<file path="config.mk">
export PLATFORM = sky130hd
export DESIGN_NAME = mmt_ctrl
export DESIGN_NICKNAME = d
export VERILOG_FILES = /design/src/logic/mmt_pkg.sv /design/src/logic/mmt_ctrl.sv /design/src/logic/mmt_timer.sv /design/src/logic/mmt_flags.sv
export SDC_FILE = /design/constraint.sdc
export NUM_CORES = 1
export LEC_CHECK = 0
export BUFFER_PORTS_ARGS = -buffer_cell sky130_fd_sc_hd__buf_4
export CAP_MARGIN = 20
export CORE_ASPECT_RATIO = 0.7
export CORE_MARGIN = 2
export CORE_UTILIZATION = 30
export CTS_CLUSTER_DIAMETER = 100
export DETAILED_ROUTE_END_ITERATION = 7
export GPL_TIMING_DRIVEN = 1
export PLACE_DENSITY = 0.48
export SYNTH_ARGS = -nofsm -noshare
export SYNTH_HDL_FRONTEND = slang
export SYNTH_SLANG_ARGS = --single-unit
</file>
<file path="constraint.sdc">
create_clock -name pclk -period 6.9 [get_ports pclk]
set_clock_uncertainty 0.05 [all_clocks]
set_input_delay 1.38 -clock pclk [delete_from_list [all_inputs] [get_ports pclk]]
set_output_delay 1.38 -clock pclk [all_outputs]
set_load 0.1 [all_outputs]
</file>
<file path="src/logic/mmt_pkg.sv">
// constants and types shared by the module management timing block
`default_nettype none
package mmt_pkg;

  localparam int unsigned CLK_HZ       = 20_000_000;
  localparam int unsigned CNT_W        = 26;
  localparam int unsigned IDX_W        = 8;
  localparam int unsigned BYTE_W       = 8;
  localparam int unsigned NUM_FLAG_B   = 7;

  // printed times, in their own units
  localparam int unsigned T_INIT_MS    = 2000;
  localparam int unsigned T_RST_US     = 2;
  localparam int unsigned T_SERIAL_MS  = 2000;
  localparam int unsigned T_LP_ON_US   = 100;
  localparam int unsigned T_LP_OFF_MS  = 300;
  localparam int unsigned T_INT_ON_MS  = 200;
  localparam int unsigned T_INT_OFF_US = 500;
  localparam int unsigned T_LOS_MS     = 100;
  localparam int unsigned T_MASK_MS    = 100;
  localparam int unsigned T_RATE_US    = 100;
  localparam int unsigned T_PD_ON_MS   = 100;
  localparam int unsigned T_PD_OFF_MS  = 300;

  // least reset pulse rounds up; longest waits round down
  localparam int unsigned RST_PULSE_CYC =
    (T_RST_US * CLK_HZ + 999_999) / 1_000_000;
  localparam int unsigned INIT_LIMIT_CYC = T_INIT_MS * (CLK_HZ / 1000);
  localparam int unsigned WAKE_LIMIT_CYC = T_LP_OFF_MS * (CLK_HZ / 1000);

  // register indices; byte address is four times the index
  localparam logic [7:0] IDX_ID       = 8'h00;
  localparam logic [7:0] IDX_STATUS   = 8'h02;
  localparam logic [7:0] IDX_FLAG_LO  = 8'h03;
  localparam logic [7:0] IDX_RATE     = 8'h57;
  localparam logic [7:0] IDX_PWR      = 8'h5d;
  localparam logic [7:0] IDX_MASK_LO  = 8'h64;
  localparam logic [7:0] IDX_PAGE     = 8'h7f;

  localparam int unsigned STAT_DNR_BIT = 0;
  localparam int unsigned STAT_LP_BIT  = 1;
  localparam int unsigned PWR_PD_BIT   = 1;

  localparam logic [7:0] MASK_RST     = 8'h00;
  localparam logic [7:0] RATE_RST     = 8'h00;
  localparam logic [7:0] PAGE_RST     = 8'h00;

  typedef struct packed {
    logic       pdown;
    logic [7:0] rate;
  } mmt_ctrl_t;

endpackage : mmt_pkg
`default_nettype wire

</file>
<file path="src/logic/mmt_ctrl.sv">
// apb register file and power, init and interrupt sequencing
//
// Implementation choices: the address map and register access over APB.
`timescale 1ns/100ps
`default_nettype none
////////////////////////////////////////////////////////////////////////////

module mmt_ctrl #(
  parameter int unsigned ADDR_W    = 10,
  parameter int unsigned INIT_WAIT = mmt_pkg::INIT_LIMIT_CYC,
  parameter int unsigned WAKE_WAIT = mmt_pkg::WAKE_LIMIT_CYC,
  // identifier value is arbitrary
  parameter logic [7:0]  ID_CODE   = 8'h5a
) (
  input  wire logic              pclk,
  input  wire logic              presetn,
  input  wire logic [ADDR_W-1:0] paddr,
  input  wire logic              psel,
  input  wire logic              penable,
  input  wire logic              pwrite,
  input  wire logic [31:0]       pwdata,
  input  wire logic [3:0]        pstrb,
  output logic                   pready,
  output logic [31:0]            prdata,
  output logic                   pslverr,
  input  wire logic              module_reset_n,
  input  wire logic              low_power_request,
  input  wire logic [3:0]        rx_los,
  input  wire logic [3:0]        tx_fault,
  input  wire logic [47:0]       other_cond,
  output logic                   interrupt_request_n,
  output logic                   low_power_mode,
  output logic                   fully_functional,
  output logic                   serial_ready,
  output logic [7:0]             rate_select
);

  localparam int unsigned NF = mmt_pkg::NUM_FLAG_B * mmt_pkg::BYTE_W;
  localparam int unsigned CW = mmt_pkg::CNT_W;

  typedef enum logic [1:0] {
    ST_INIT  = 2'b00,
    ST_READY = 2'b01,
    ST_LOWPW = 2'b10
  } mmt_state_t;

  ////////////////////////////////////////////////////////////////////////////
  // decode helpers

  function automatic logic in_bank(input logic [7:0] idx,
                                   input logic [7:0] base);
    in_bank = (idx >= base) &&
              (idx < base + 8'(mmt_pkg::NUM_FLAG_B));
  endfunction : in_bank

  function automatic logic [2:0] bank_off(input logic [7:0] idx,
                                          input logic [7:0] base);
    logic [7:0] d;
    d = idx - base;
    bank_off = d[2:0];
  endfunction : bank_off

  ////////////////////////////////////////////////////////////////////////////
  // declarations

  mmt_state_t        state_r;
  mmt_state_t        state_nxt;
  mmt_pkg::mmt_ctrl_t ctrl_r;
  logic [NF-1:0]     mask_r;
  logic [NF-1:0]     flags;
  logic [NF-1:0]     flag_clr;
  logic [NF-1:0]     cond_all;
  logic [7:0]        page_r;
  logic [7:0]        idx;
  logic              pending;
  logic              dnr_r;
  logic              ready_evt_r;
  logic              wake_r;
  logic              in_reset_r;
  logic              pulse_done;
  logic              init_done;
  logic              lp_req;
  logic              wr_acc;
  logic              rd_acc;
  logic              setup;
  logic [31:0]       rd_nxt;
  logic              err_nxt;
  logic [CW-1:0]     init_limit;

  assign idx      = paddr[9:2];
  assign setup    = psel && !penable;
  assign wr_acc   = psel && penable && pwrite && pstrb[0] && !pslverr;
  assign rd_acc   = psel && penable && !pwrite && !pslverr;
  assign cond_all = {other_cond, tx_fault, rx_los};
  assign lp_req   = low_power_request || ctrl_r.pdown;

  ////////////////////////////////////////////////////////////////////////////
  // apb slave: zero wait states, read data captured in the setup cycle

  assign pready = 1'b1;

  always_comb begin
    rd_nxt  = '0;
    err_nxt = 1'b0;
    if (idx == mmt_pkg::IDX_ID) begin
      rd_nxt[7:0] = ID_CODE;
    end else if (idx == mmt_pkg::IDX_STATUS) begin
      rd_nxt[mmt_pkg::STAT_DNR_BIT] = dnr_r;
      rd_nxt[mmt_pkg::STAT_LP_BIT]  = low_power_mode;
    end else if (in_bank(idx, mmt_pkg::IDX_FLAG_LO)) begin
      rd_nxt[7:0] = flags[8*bank_off(idx, mmt_pkg::IDX_FLAG_LO) +: 8];
    end else if (in_bank(idx, mmt_pkg::IDX_MASK_LO)) begin
      rd_nxt[7:0] = mask_r[8*bank_off(idx, mmt_pkg::IDX_MASK_LO) +: 8];
    end else if (idx == mmt_pkg::IDX_RATE) begin
      rd_nxt[7:0] = ctrl_r.rate;
    end else if (idx == mmt_pkg::IDX_PWR) begin
      rd_nxt[mmt_pkg::PWR_PD_BIT] = ctrl_r.pdown;
    end else if (idx == mmt_pkg::IDX_PAGE) begin
      rd_nxt[7:0] = page_r;
    end else begin
      err_nxt = 1'b1;
    end
  end

  // data and error stand through the access phase
  always_ff @(posedge pclk or negedge presetn) begin
    if (!presetn) begin
      prdata  <= '0;
      pslverr <= 1'b0;
    end else if (setup) begin
      prdata  <= pwrite ? 32'h0000_0000 : rd_nxt;
      pslverr <= err_nxt;
    end
  end

  ////////////////////////////////////////////////////////////////////////////
  // writable registers

  // mask bytes at 100 to 106
  always_ff @(posedge pclk or negedge presetn) begin
    if (!presetn) begin
      mask_r <= {mmt_pkg::NUM_FLAG_B{mmt_pkg::MASK_RST}};
    end else if (wr_acc && in_bank(idx, mmt_pkg::IDX_MASK_LO)) begin
      mask_r[8*bank_off(idx, mmt_pkg::IDX_MASK_LO) +: 8] <= pwdata[7:0];
    end
  end

  always_ff @(posedge pclk or negedge presetn) begin
    if (!presetn) begin
      ctrl_r.rate <= mmt_pkg::RATE_RST;
    end else if (wr_acc && idx == mmt_pkg::IDX_RATE) begin
      ctrl_r.rate <= pwdata[7:0];
    end
  end

  always_ff @(posedge pclk or negedge presetn) begin
    if (!presetn) begin
      ctrl_r.pdown <= 1'b0;
    end else if (wr_acc && idx == mmt_pkg::IDX_PWR) begin
      ctrl_r.pdown <= pwdata[mmt_pkg::PWR_PD_BIT];
    end
  end

  // page select only stored; upper pages live elsewhere
  always_ff @(posedge pclk or negedge presetn) begin
    if (!presetn) begin
      page_r <= mmt_pkg::PAGE_RST;
    end else if (wr_acc && idx == mmt_pkg::IDX_PAGE) begin
      page_r <= pwdata[7:0];
    end
  end

  always_ff @(posedge pclk or negedge presetn) begin
    if (!presetn) begin
      rate_select <= mmt_pkg::RATE_RST;
    end else begin
      rate_select <= ctrl_r.rate;
    end
  end

  ////////////////////////////////////////////////////////////////////////////
  // flags

  always_comb begin
    flag_clr = '0;
    if (rd_acc && in_bank(idx, mmt_pkg::IDX_FLAG_LO)) begin
      flag_clr[8*bank_off(idx, mmt_pkg::IDX_FLAG_LO) +: 8] = 8'hff;
    end
  end

  mmt_flags #(
    .N (NF)
  ) u_flags (
    .pclk    (pclk),
    .presetn (presetn),
    .cond    (cond_all),
    .clr     (flag_clr),
    .mask    (mask_r),
    .flags   (flags),
    .pending (pending)
  );

  ////////////////////////////////////////////////////////////////////////////
  // reset pin filter

  // low for the minimum pulse is a reset
  mmt_timer #(
    .W (CW)
  ) u_pulse (
    .pclk    (pclk),
    .presetn (presetn),
    .clr     (module_reset_n),
    .en      (!module_reset_n),
    .limit   (CW'(mmt_pkg::RST_PULSE_CYC)),
    .done    (pulse_done)
  );

  // shorter glitches never reach the limit and are ignored
  always_ff @(posedge pclk or negedge presetn) begin
    if (!presetn) begin
      in_reset_r <= 1'b0;
    end else if (module_reset_n) begin
      in_reset_r <= 1'b0;
    end else if (pulse_done) begin
      in_reset_r <= 1'b1;
    end
  end

  ////////////////////////////////////////////////////////////////////////////
  // init and wake sequencing

  assign init_limit = wake_r ? CW'(WAKE_WAIT) : CW'(INIT_WAIT);

  // counting starts at the reset release
  mmt_timer #(
    .W (CW)
  ) u_init (
    .pclk    (pclk),
    .presetn (presetn),
    .clr     (in_reset_r || state_r != ST_INIT),
    .en      (state_r == ST_INIT),
    .limit   (init_limit),
    .done    (init_done)
  );

  always_comb begin
    state_nxt = state_r;
    case (state_r)
      ST_INIT: begin
        // low power request holds off init
        if (lp_req) begin
          state_nxt = ST_LOWPW;
        end else if (init_done && !in_reset_r) begin
          state_nxt = ST_READY;
        end
      end
      ST_READY: begin
        if (in_reset_r) begin
          state_nxt = ST_INIT;
        end else if (lp_req) begin
          state_nxt = ST_LOWPW;
        end
      end
      ST_LOWPW: begin
        if (!lp_req) begin
          state_nxt = ST_INIT;
        end
      end
      default: begin
        state_nxt = ST_INIT;
      end
    endcase
  end

  always_ff @(posedge pclk or negedge presetn) begin
    if (!presetn) begin
      state_r <= ST_INIT;
    end else begin
      state_r <= state_nxt;
    end
  end

  // first init after power-on or reset is the long one
  always_ff @(posedge pclk or negedge presetn) begin
    if (!presetn) begin
      wake_r <= 1'b0;
    end else if (in_reset_r) begin
      wake_r <= 1'b0;
    end else if (state_r == ST_LOWPW) begin
      wake_r <= 1'b1;
    end else if (state_r == ST_READY) begin
      wake_r <= 1'b0;
    end
  end

  // low power taken one edge after request
  always_ff @(posedge pclk or negedge presetn) begin
    if (!presetn) begin
      low_power_mode <= 1'b0;
    end else begin
      low_power_mode <= (state_nxt == ST_LOWPW);
    end
  end

  always_ff @(posedge pclk or negedge presetn) begin
    if (!presetn) begin
      dnr_r <= 1'b1;
    end else if (state_nxt == ST_READY) begin
      dnr_r <= 1'b0;
    end else begin
      dnr_r <= 1'b1;
    end
  end

  // ready event interrupts; status read clears, set wins
  always_ff @(posedge pclk or negedge presetn) begin
    if (!presetn) begin
      ready_evt_r <= 1'b0;
    end else if (state_r == ST_INIT && state_nxt == ST_READY) begin
      ready_evt_r <= 1'b1;
    end else if (rd_acc && idx == mmt_pkg::IDX_STATUS) begin
      ready_evt_r <= 1'b0;
    end
  end

  always_ff @(posedge pclk or negedge presetn) begin
    if (!presetn) begin
      fully_functional <= 1'b0;
    end else begin
      fully_functional <= (state_nxt == ST_READY);
    end
  end

  ////////////////////////////////////////////////////////////////////////////
  // interrupt pin and bus readiness

  always_ff @(posedge pclk or negedge presetn) begin
    if (!presetn) begin
      interrupt_request_n <= 1'b1;
    end else begin
      interrupt_request_n <= !(pending || ready_evt_r);
    end
  end

  // bus ready one edge after release
  always_ff @(posedge pclk or negedge presetn) begin
    if (!presetn) begin
      serial_ready <= 1'b0;
    end else begin
      serial_ready <= 1'b1;
    end
  end

endmodule : mmt_ctrl
`default_nettype wire

</file>
<file path="src/logic/mmt_timer.sv">
// up counter with clear, enable and a reached-limit level
`timescale 1ns/100ps
`default_nettype none
module mmt_timer #(
  parameter int unsigned W = mmt_pkg::CNT_W
) (
  input  wire logic         pclk,
  input  wire logic         presetn,
  input  wire logic         clr,
  input  wire logic         en,
  input  wire logic [W-1:0] limit,
  output logic              done
);

  logic [W-1:0] cnt_r;

  assign done = (cnt_r >= limit);

  // stops at the limit so it never wraps back
  always_ff @(posedge pclk or negedge presetn) begin
    if (!presetn) begin
      cnt_r <= '0;
    end else if (clr) begin
      cnt_r <= '0;
    end else if (en && !done) begin
      cnt_r <= cnt_r + 1'b1;
    end
  end

endmodule : mmt_timer
`default_nettype wire

</file>
<file path="src/logic/mmt_flags.sv">
// latched clear-on-read flags with mask gating
`timescale 1ns/100ps
`default_nettype none
module mmt_flags #(
  parameter int unsigned N = mmt_pkg::NUM_FLAG_B * mmt_pkg::BYTE_W
) (
  input  wire logic         pclk,
  input  wire logic         presetn,
  input  wire logic [N-1:0] cond,
  input  wire logic [N-1:0] clr,
  input  wire logic [N-1:0] mask,
  output logic [N-1:0]      flags,
  output logic              pending
);

  logic [N-1:0] cond_d_r;
  logic [N-1:0] enter;

  // only entering a condition sets a flag
  assign enter = cond & ~cond_d_r;

  always_ff @(posedge pclk or negedge presetn) begin
    if (!presetn) begin
      cond_d_r <= '0;
    end else begin
      cond_d_r <= cond;
    end
  end

  always_ff @(posedge pclk or negedge presetn) begin
    if (!presetn) begin
      flags <= '0;
    end else begin
      flags <= (flags & ~clr) | enter;
    end
  end

  always_ff @(posedge pclk or negedge presetn) begin
    if (!presetn) begin
      pending <= 1'b0;
    end else begin
      pending <= |(flags & ~mask);
    end
  end

endmodule : mmt_flags
`default_nettype wire

</file>
# After elaboration in Yosys (flattened, before gate mapping)
# Index checks and enable logic that the tools add are counted.
dict set report word_totals {
  register_bits 289
  inputBits 109
  out_inout_bits 46
  elab_cells 133
}
dict set report op_classes {
  addsub 6
  n_lt_le_gt_ge 6
  n_eq_ne 8
  n_shift 6
  muxes 39
  bitwise_logic 8
  n_reduce_logical 39
}
# op count
set ops {}
lappend ops {{56-bit bitwise AND} 4}
lappend ops {{56-bit inverter} 3}
lappend ops {{26-bit 2-to-1 mux} 5}
lappend ops {{8-bit by 34-bit variable shift with 56-bit output, first input constant} 2}
lappend ops {{56-bit by 7-bit indexed part select with 8-bit output} 2}
lappend ops {{6-bit negation with 34-bit output} 2}
lappend ops {{56-bit bitwise mux} 1}
lappend ops {{56-bit 2-to-1 mux} 1}
lappend ops {{56-bit bitwise OR} 1}
lappend ops {{56-bit OR reduction} 1}
lappend ops {{8-bit by 34-bit indexed part select with 56-bit output} 1}
lappend ops {{8-bit by 34-bit indexed part select with 56-bit output, first input constant} 1}
lappend ops {{26-bit by 1-bit adder with 26-bit output, second input constant} 2}
lappend ops {{8-bit 2-to-1 mux} 6}
lappend ops {{26-bit greater-or-equal comparator} 1}
lappend ops {{26-bit by 6-bit greater-or-equal comparator with 1-bit output, second input constant} 1}
lappend ops {{8-bit by 7-bit == test with 1-bit output, second input constant} 3}
lappend ops {{1-bit logical AND} 19}
lappend ops {{1-bit 2-to-1 mux} 17}
lappend ops {{2-bit 2-to-1 mux} 6}
lappend ops {{6-bit 2-to-1 mux} 2}
lappend ops {{2-bit nonzero test} 5}
lappend ops {{8-bit by 2-bit == test with 1-bit output, second input constant} 1}
lappend ops {{8-bit by 2-bit greater-or-equal comparator with 1-bit output, second input constant} 1}
lappend ops {{other kinds (13)} 24}

# Longest topological paths before layout
dict set report depth {
  word_depth 9
  depth_mapped 12
  mapped_depth_nobuf 9
}

# Hierarchy
# From an unflattened synthesis, not the netlist that was laid out.
dict set report unflattened {
  hier_cells 1342
  area_unflattened_um2 13972.2
}
# mod instances cells_per_inst area_per_inst_um2
set by_module_without_submodules {}
lappend by_module_without_submodules {mmt_ctrl 1 502 5625.4}
lappend by_module_without_submodules {mmt_timer 2 251 2179.6}
lappend by_module_without_submodules {mmt_flags 1 338 3987.6}

# Worst setup path before layout
# No wires, ideal clock.
dict set report synth_timing {
  path_kind {input to register}
  startpoint {input paddr[2]}
  endpoint {register u_flags.flags[48]}
  setup_ns 0.126
  arrival_time_ns 3.579
  required_time_ns 6.724
  setup_slack_ns 3.145
  cell_stages 10
  cell_sequence {ha_1 > ha_1 > clkbuf_1 > clkbuf_1 > inv_1 > ha_1 > nor4_1 > nand3_1 > nand2_1 > o21ai_0}
}
dict set report synth_via {
  elab_chain_len 8
  word_cells_on_any_way 13
  cone_classes {2 x add/sub; 2 x order compare; 2 x shift; 1 x mux; 4 x bitwise; 2 x reduce/logical}
}
# element line
set synth_rtl {}
lappend synth_rtl {{start: declaration} mmt_ctrl.sv:17} ;# input wire logic [ADDR_W-1:0] paddr,
lappend synth_rtl {{3-bit by 2-bit subtractor with 3-bit output} mmt_ctrl.sv:59} ;# d = idx - base;
lappend synth_rtl {{6-bit negation with 34-bit output} mmt_ctrl.sv:187} ;# flag_clr[8*bank_off(idx, mmt_pkg::IDX_FLAG_LO) +: 8] = 8'hff;
lappend synth_rtl {{8-bit by 34-bit indexed part select with 56-bit output / 8-bit by 34-bit variable shift with 56-bit output (equally long branches)} mmt_ctrl.sv:187}
lappend synth_rtl {{56-bit bitwise AND (no source line)} --}
lappend synth_rtl {{56-bit 2-to-1 mux *} mmt_ctrl.sv:186} ;# if (rd_acc && in_bank(idx, mmt_pkg::IDX_FLAG_LO)) begin
lappend synth_rtl {{56-bit inverter *} mmt_flags.sv:34} ;# flags <= (flags & ~clr) | enter;
lappend synth_rtl {{56-bit bitwise AND *} mmt_flags.sv:34}
lappend synth_rtl {{56-bit bitwise OR *} mmt_flags.sv:34}
lappend synth_rtl {{end signal: assignment} mmt_flags.sv:34}
lappend synth_rtl {{end: declaration} mmt_flags.sv:12} ;# output logic [N-1:0] flags,
# Every way passes the cells marked *; elsewhere a longest branch is shown, timed or not.
# A chain may end at the register's enable or synchronous reset.

# Worst setup path after layout
dict set report layout_timing {
  startpoint {input paddr[2]}
  endpoint {register mask_r[39]}
}
dict set report layout_via {
  elab_chain_len 4
  word_cells_on_any_way 9
  cone_classes {2 x add/sub; 2 x order compare; 2 x shift; 1 x mux; 2 x reduce/logical}
}
# element line
set layout_rtl {}
lappend layout_rtl {{3-bit subtractor} mmt_ctrl.sv:59}
lappend layout_rtl {{6-bit negation with 34-bit output} mmt_ctrl.sv:144} ;# mask_r[8*bank_off(idx, mmt_pkg::IDX_MASK_LO) +: 8] <= pwdata[7:0];
lappend layout_rtl {{8-bit by 34-bit indexed part select with 56-bit output / 8-bit by 34-bit variable shift with 56-bit output (equally long branches)} mmt_ctrl.sv:144}
lappend layout_rtl {{56-bit bitwise mux} mmt_ctrl.sv:144}
lappend layout_rtl {{end signal: assignment} mmt_ctrl.sv:142} ;# mask_r <= {mmt_pkg::NUM_FLAG_B{mmt_pkg::MASK_RST}};
lappend layout_rtl {{end signal: indexed assignment} mmt_ctrl.sv:144}
lappend layout_rtl {{end: declaration} mmt_ctrl.sv:69} ;# logic [NF-1:0] mask_r;
# Several ways; a longest one is shown, not always the timed one.

==> run_results.csv <==
group,metric,value,unit
status,status,"completed",
floorplan,die-width,244,um
clocking,cts_tree,"built",
worst_setup_path,r2r-end,"u_init.cnt_r[9]",
floorplan,pin_count,155,
floorplan,die_h,172,um
worst_setup_path,timing.rr.start,"wake_r",
floorplan,core-area,39700,um2
floorplan,std_cell_rows,61,
routing,totalWireLength,35300,um
pwr,leakagePower,6.99,nW
worst_setup_path,path_cells,"buf_4, inv_1, ha_1, ha_1, nor2_1, nand4b_1, mux2_2",
logic_synthesis,synth_area_per_cell,10.4,um2
worst_hold_path,hold_path.class,"reg -> reg",
worst_setup_path,cpMostUsedCell,"ha_1",
grt,grt_pass1_wl,53800,um
worst_setup_path,ff2ff_setup_slack,3390,ps
sta,slew_headroom,0.299,
grt,grt_overflow,0,
clocking,cts_root_buf,"clkbuf_16",
sta,setup_viol,0,
pwr,p_comb_frac,0.074,
routing,drt_iter0_drc,694,
worst_setup_path,r2r_cells,9,
worst_setup_path,worst_path_largest_cell_delay,740,ps
worst_setup_path,worstSetupStartpointType,"input port",
sta,grt_setup_unrepaired,"no",
pwr,fin_total_pwr,3.56,mW
finish,drive_above_1_share,0.178,
routing,via_count,8822,
pwr,power.switching_fraction,0.244,
routing,route.detailed.drc,0,
sta,slew_violations,0,
sta,hold_viol_final,0,
floorplan,dieArea,41800,um2
finish,final_util,0.361,
worst_setup_path,cp_slowest_cell,"nand4b_1",
sta,min_period,4540,ps
clocking,path_clk_slew,60,ps
pwr,p_switching,0.868,mW
worst_setup_path,critical_path_depth,7,
grt,globalRouteTotalUtil,0.170,
worst_setup_path,critPathMaxFanout,44,
clocking,numCtsBuffers,29,
worst_setup_path,cp.buffers_inverters,2,
sta,timing.final.crit_share,0.657,
clocking,cts_resized,0,
logic_synthesis,netlist.area_leader.share,0.546,
placed_design,io_buffers,100,
sta,whs,319,ps
worst_setup_path,critical_path.top_delay_family,"simple AND/OR/NAND/NOR gates",
worst_hold_path,hold_path.startpoint,"u_flags.pending",
logic_synthesis,syn_area,12100,um2
routing,drtPass1Iterations,5,
finish,area_delta_synth_final,18.8,%
finish,final_nets,1394,
logic_synthesis,synth_edf_count,0,
logic_synthesis,synth-seq-cells,265,
worst_setup_path,arrival,4930,ps
grt,grt_max_degree,159,
worst_hold_path,whs_endpoint,"interrupt_request_n",
logic_synthesis,synth_area_leaders,"dfrtp_1, o21ai_0, nand2_1, inv_1, mux2_2",
worst_hold_path,hold_depth,1,
placed_design,gp_congestion,0.911,
clocking,cts_sinks,265,
sta,tns,0,ps
logic_synthesis,yosysSeqAreaShare,0.550,
logic_synthesis,synth_flop_cell,"dfrtp_1",
pwr,intPower,2.69,mW
pwr,power_density,248,nW/um2
worst_setup_path,cp-end-kind,"flip-flop",
grt,antenna_found_initial,2,
floorplan,start_util,0.304,
grt,grt_pass1_vias,8464,
clocking,clk_latency,570,ps
logic_synthesis,synth_cell_types,62,
pwr,p_seq_frac,0.447,
worst_setup_path,path_class,"in -> reg",
logic_synthesis,yosysTopAreaCell,"dfrtp_1",
placed_design,dp.cells,1764,
sta,worstMarginPinSlew,1050,ps
routing,routedWlPerCell,19.4,um
logic_synthesis,synthArstFlopShare,1.00,
logic_synthesis,yosys_warnings,0,
clocking,clock_path_buffers,3,
clocking,ctsHoldBuffers,0,
logic_synthesis,netlist_instances,1164,
routing,via_per_inst,4.85,
finish,final_cells,1819,
pwr,clockPowerShare,0.479,
run,cap_violations,0,
pwr,vdd_ir_drop_max,0.178,mV
clocking,postCtsSetupBuffers,0,
routing,ant_nets,0,
clocking,htree_levels,1,
sta,max_clock_freq,0.220,GHz
worst_setup_path,worstPathRequired,7290,ps
placed_design,hpwlAfterDp,25900,um
## registers in the layout (all words and copies together), names as in the netlist
register and count:
page_r 8, low_power_mode 1, rate_select 8, pslverr 1
fully_functional 1, u_flags.flags 56, in_reset_r 1, serial_ready 1
u_flags.pending 1, u_pulse.cnt_r 26, dnr_r 1, u_flags.cond_d_r 56
ctrl_r 9, ready_evt_r 1, interrupt_request_n 1, state_r 2
wake_r 1, prdata 8, mask_r 56, u_init.cnt_r 26
## through the flow
stage / instance area (um2) / worst slack (ps)
floorplan: 12100 / 3140
CTS: 14300 / 2510
detailed placement: 13300 / 1920
finish: 14300 / 2360
global route: 14300 / 2150
global placement: 13300 / 1950
## worst reg2reg max path, stage by stage (launching register included)
cell and delay [ps]:
dfrtp_1 520, inv_1 240, ha_1 360, a211oi_1 250
o22ai_1 180, nor4b_4 270, a32oi_2 440, buf_4 380
or4_1 550, a21oi_1 170
## power by group through the flow
stage / registers (mW) / logic, mW / clock network [mW]
6_report: 1.59 / 0.265 / 1.70
2_1_floorplan: 1.63 / 0.145 / 0
5_1_grt: 1.59 / 0.288 / 1.81
4_1_cts: 1.59 / 0.268 / 1.75
3_3_place_gp: 1.62 / 0.266 / 0
3_5_place_dp: 1.62 / 0.267 / 0
## final cells by class
cell class	instances	area, um2
fill	3994	25400
sequential	265	6630
multi-input combinational	728	4660
clock buffer	40	847
timing repair buffer	105	808
tap	535	669
inverter	131	492
clock inverter	14	211
antenna	1	2.50
## synthesized netlist by cell type (all sizes together), types with 3 or more instances
master	number
a211oi	6
o22ai	21
nand2b	8
nor4	12
nand3	15
and4	4
nand2	156
o31ai	10
a221oi	16
a211o	4
nor2	48
buf	39
nand4	18
a22oi	6
and3	6
nor3b	4
or2	3
nor3	16
a22o	4
and2	4
or4	14
o21ai	125
nand4b	5
mux2	42
mux4	16
or3	19
a21oi	30
inv	131
ha	25
mux2i	8
clkbuf	25
nor2b	23
dfrtp	263
o211ai	7
o21a	3
## worst max-delay path by stage
stage	startpoint	endpoint	slack, ps
final	paddr[2]	mask_r[39]	2360
after global routing	paddr[2]	mask_r[39]	2150
after CTS	paddr[2]	mask_r[39]	2510
after detailed placement	paddr[2]	mask_r[39]	1920
after global placement	paddr[2]	mask_r[39]	1950
after floorplan	paddr[2]	u_flags.flags[48]	3140
## routing by layer
layer  global-route usage  wire (um)  part of all wire
met1                0.266      18000              0.51
met2                0.233      14200              0.40
met3               0.0432       2520             0.071
met4               0.0323        568             0.016
met5                    0          0                 0
## cells in the final DEF, fill, tap and decap left out, types with 5 or more instances in the layout
master,netlist,routed
bufinv_16,0,5
nand3_1,15,15
o21ai_0,124,124
o31ai_1,10,10
nor4_1,12,12
clkinv_2,0,5
inv_1,129,129
a221oi_1,16,16
or4_1,14,14
nor3_1,16,16
conb_1,2,26
mux2_2,42,42
nand4_1,18,18
ha_1,25,25
o211ai_1,7,7
a22oi_1,6,6
mux2i_1,8,8
a21oi_1,30,30
o22ai_1,21,21
or3_1,19,19
clkbuf_8,0,8
a211oi_1,6,6
dfrtp_1,263,263
nand4b_1,5,5
nor2b_1,23,23
nand2b_1,8,8
clkbuf_16,0,29
nor2_1,48,48
mux4_2,16,16
nand2_1,156,156
buf_4,26,103
and3_1,6,6
## cell families (layout without fill, tap and decap cells)
| logic type | Yosys count | in the layout | share of synthesized area |
|---|---|---|---|
| other cells | 2 | 27 | 0.000623 |
| fa+ha+maj | 26 | 26 | 0.0268 |
| mux | 66 | 66 | 0.0758 |
| buf+inv | 195 | 290 | 0.0705 |
| compound gates | 245 | 245 | 0.123 |
| simple gates | 361 | 361 | 0.150 |
| xor+xnor | 4 | 4 | 0.00291 |
| flops | 265 | 265 | 0.550 |
(Power assumes the default switching activity.)
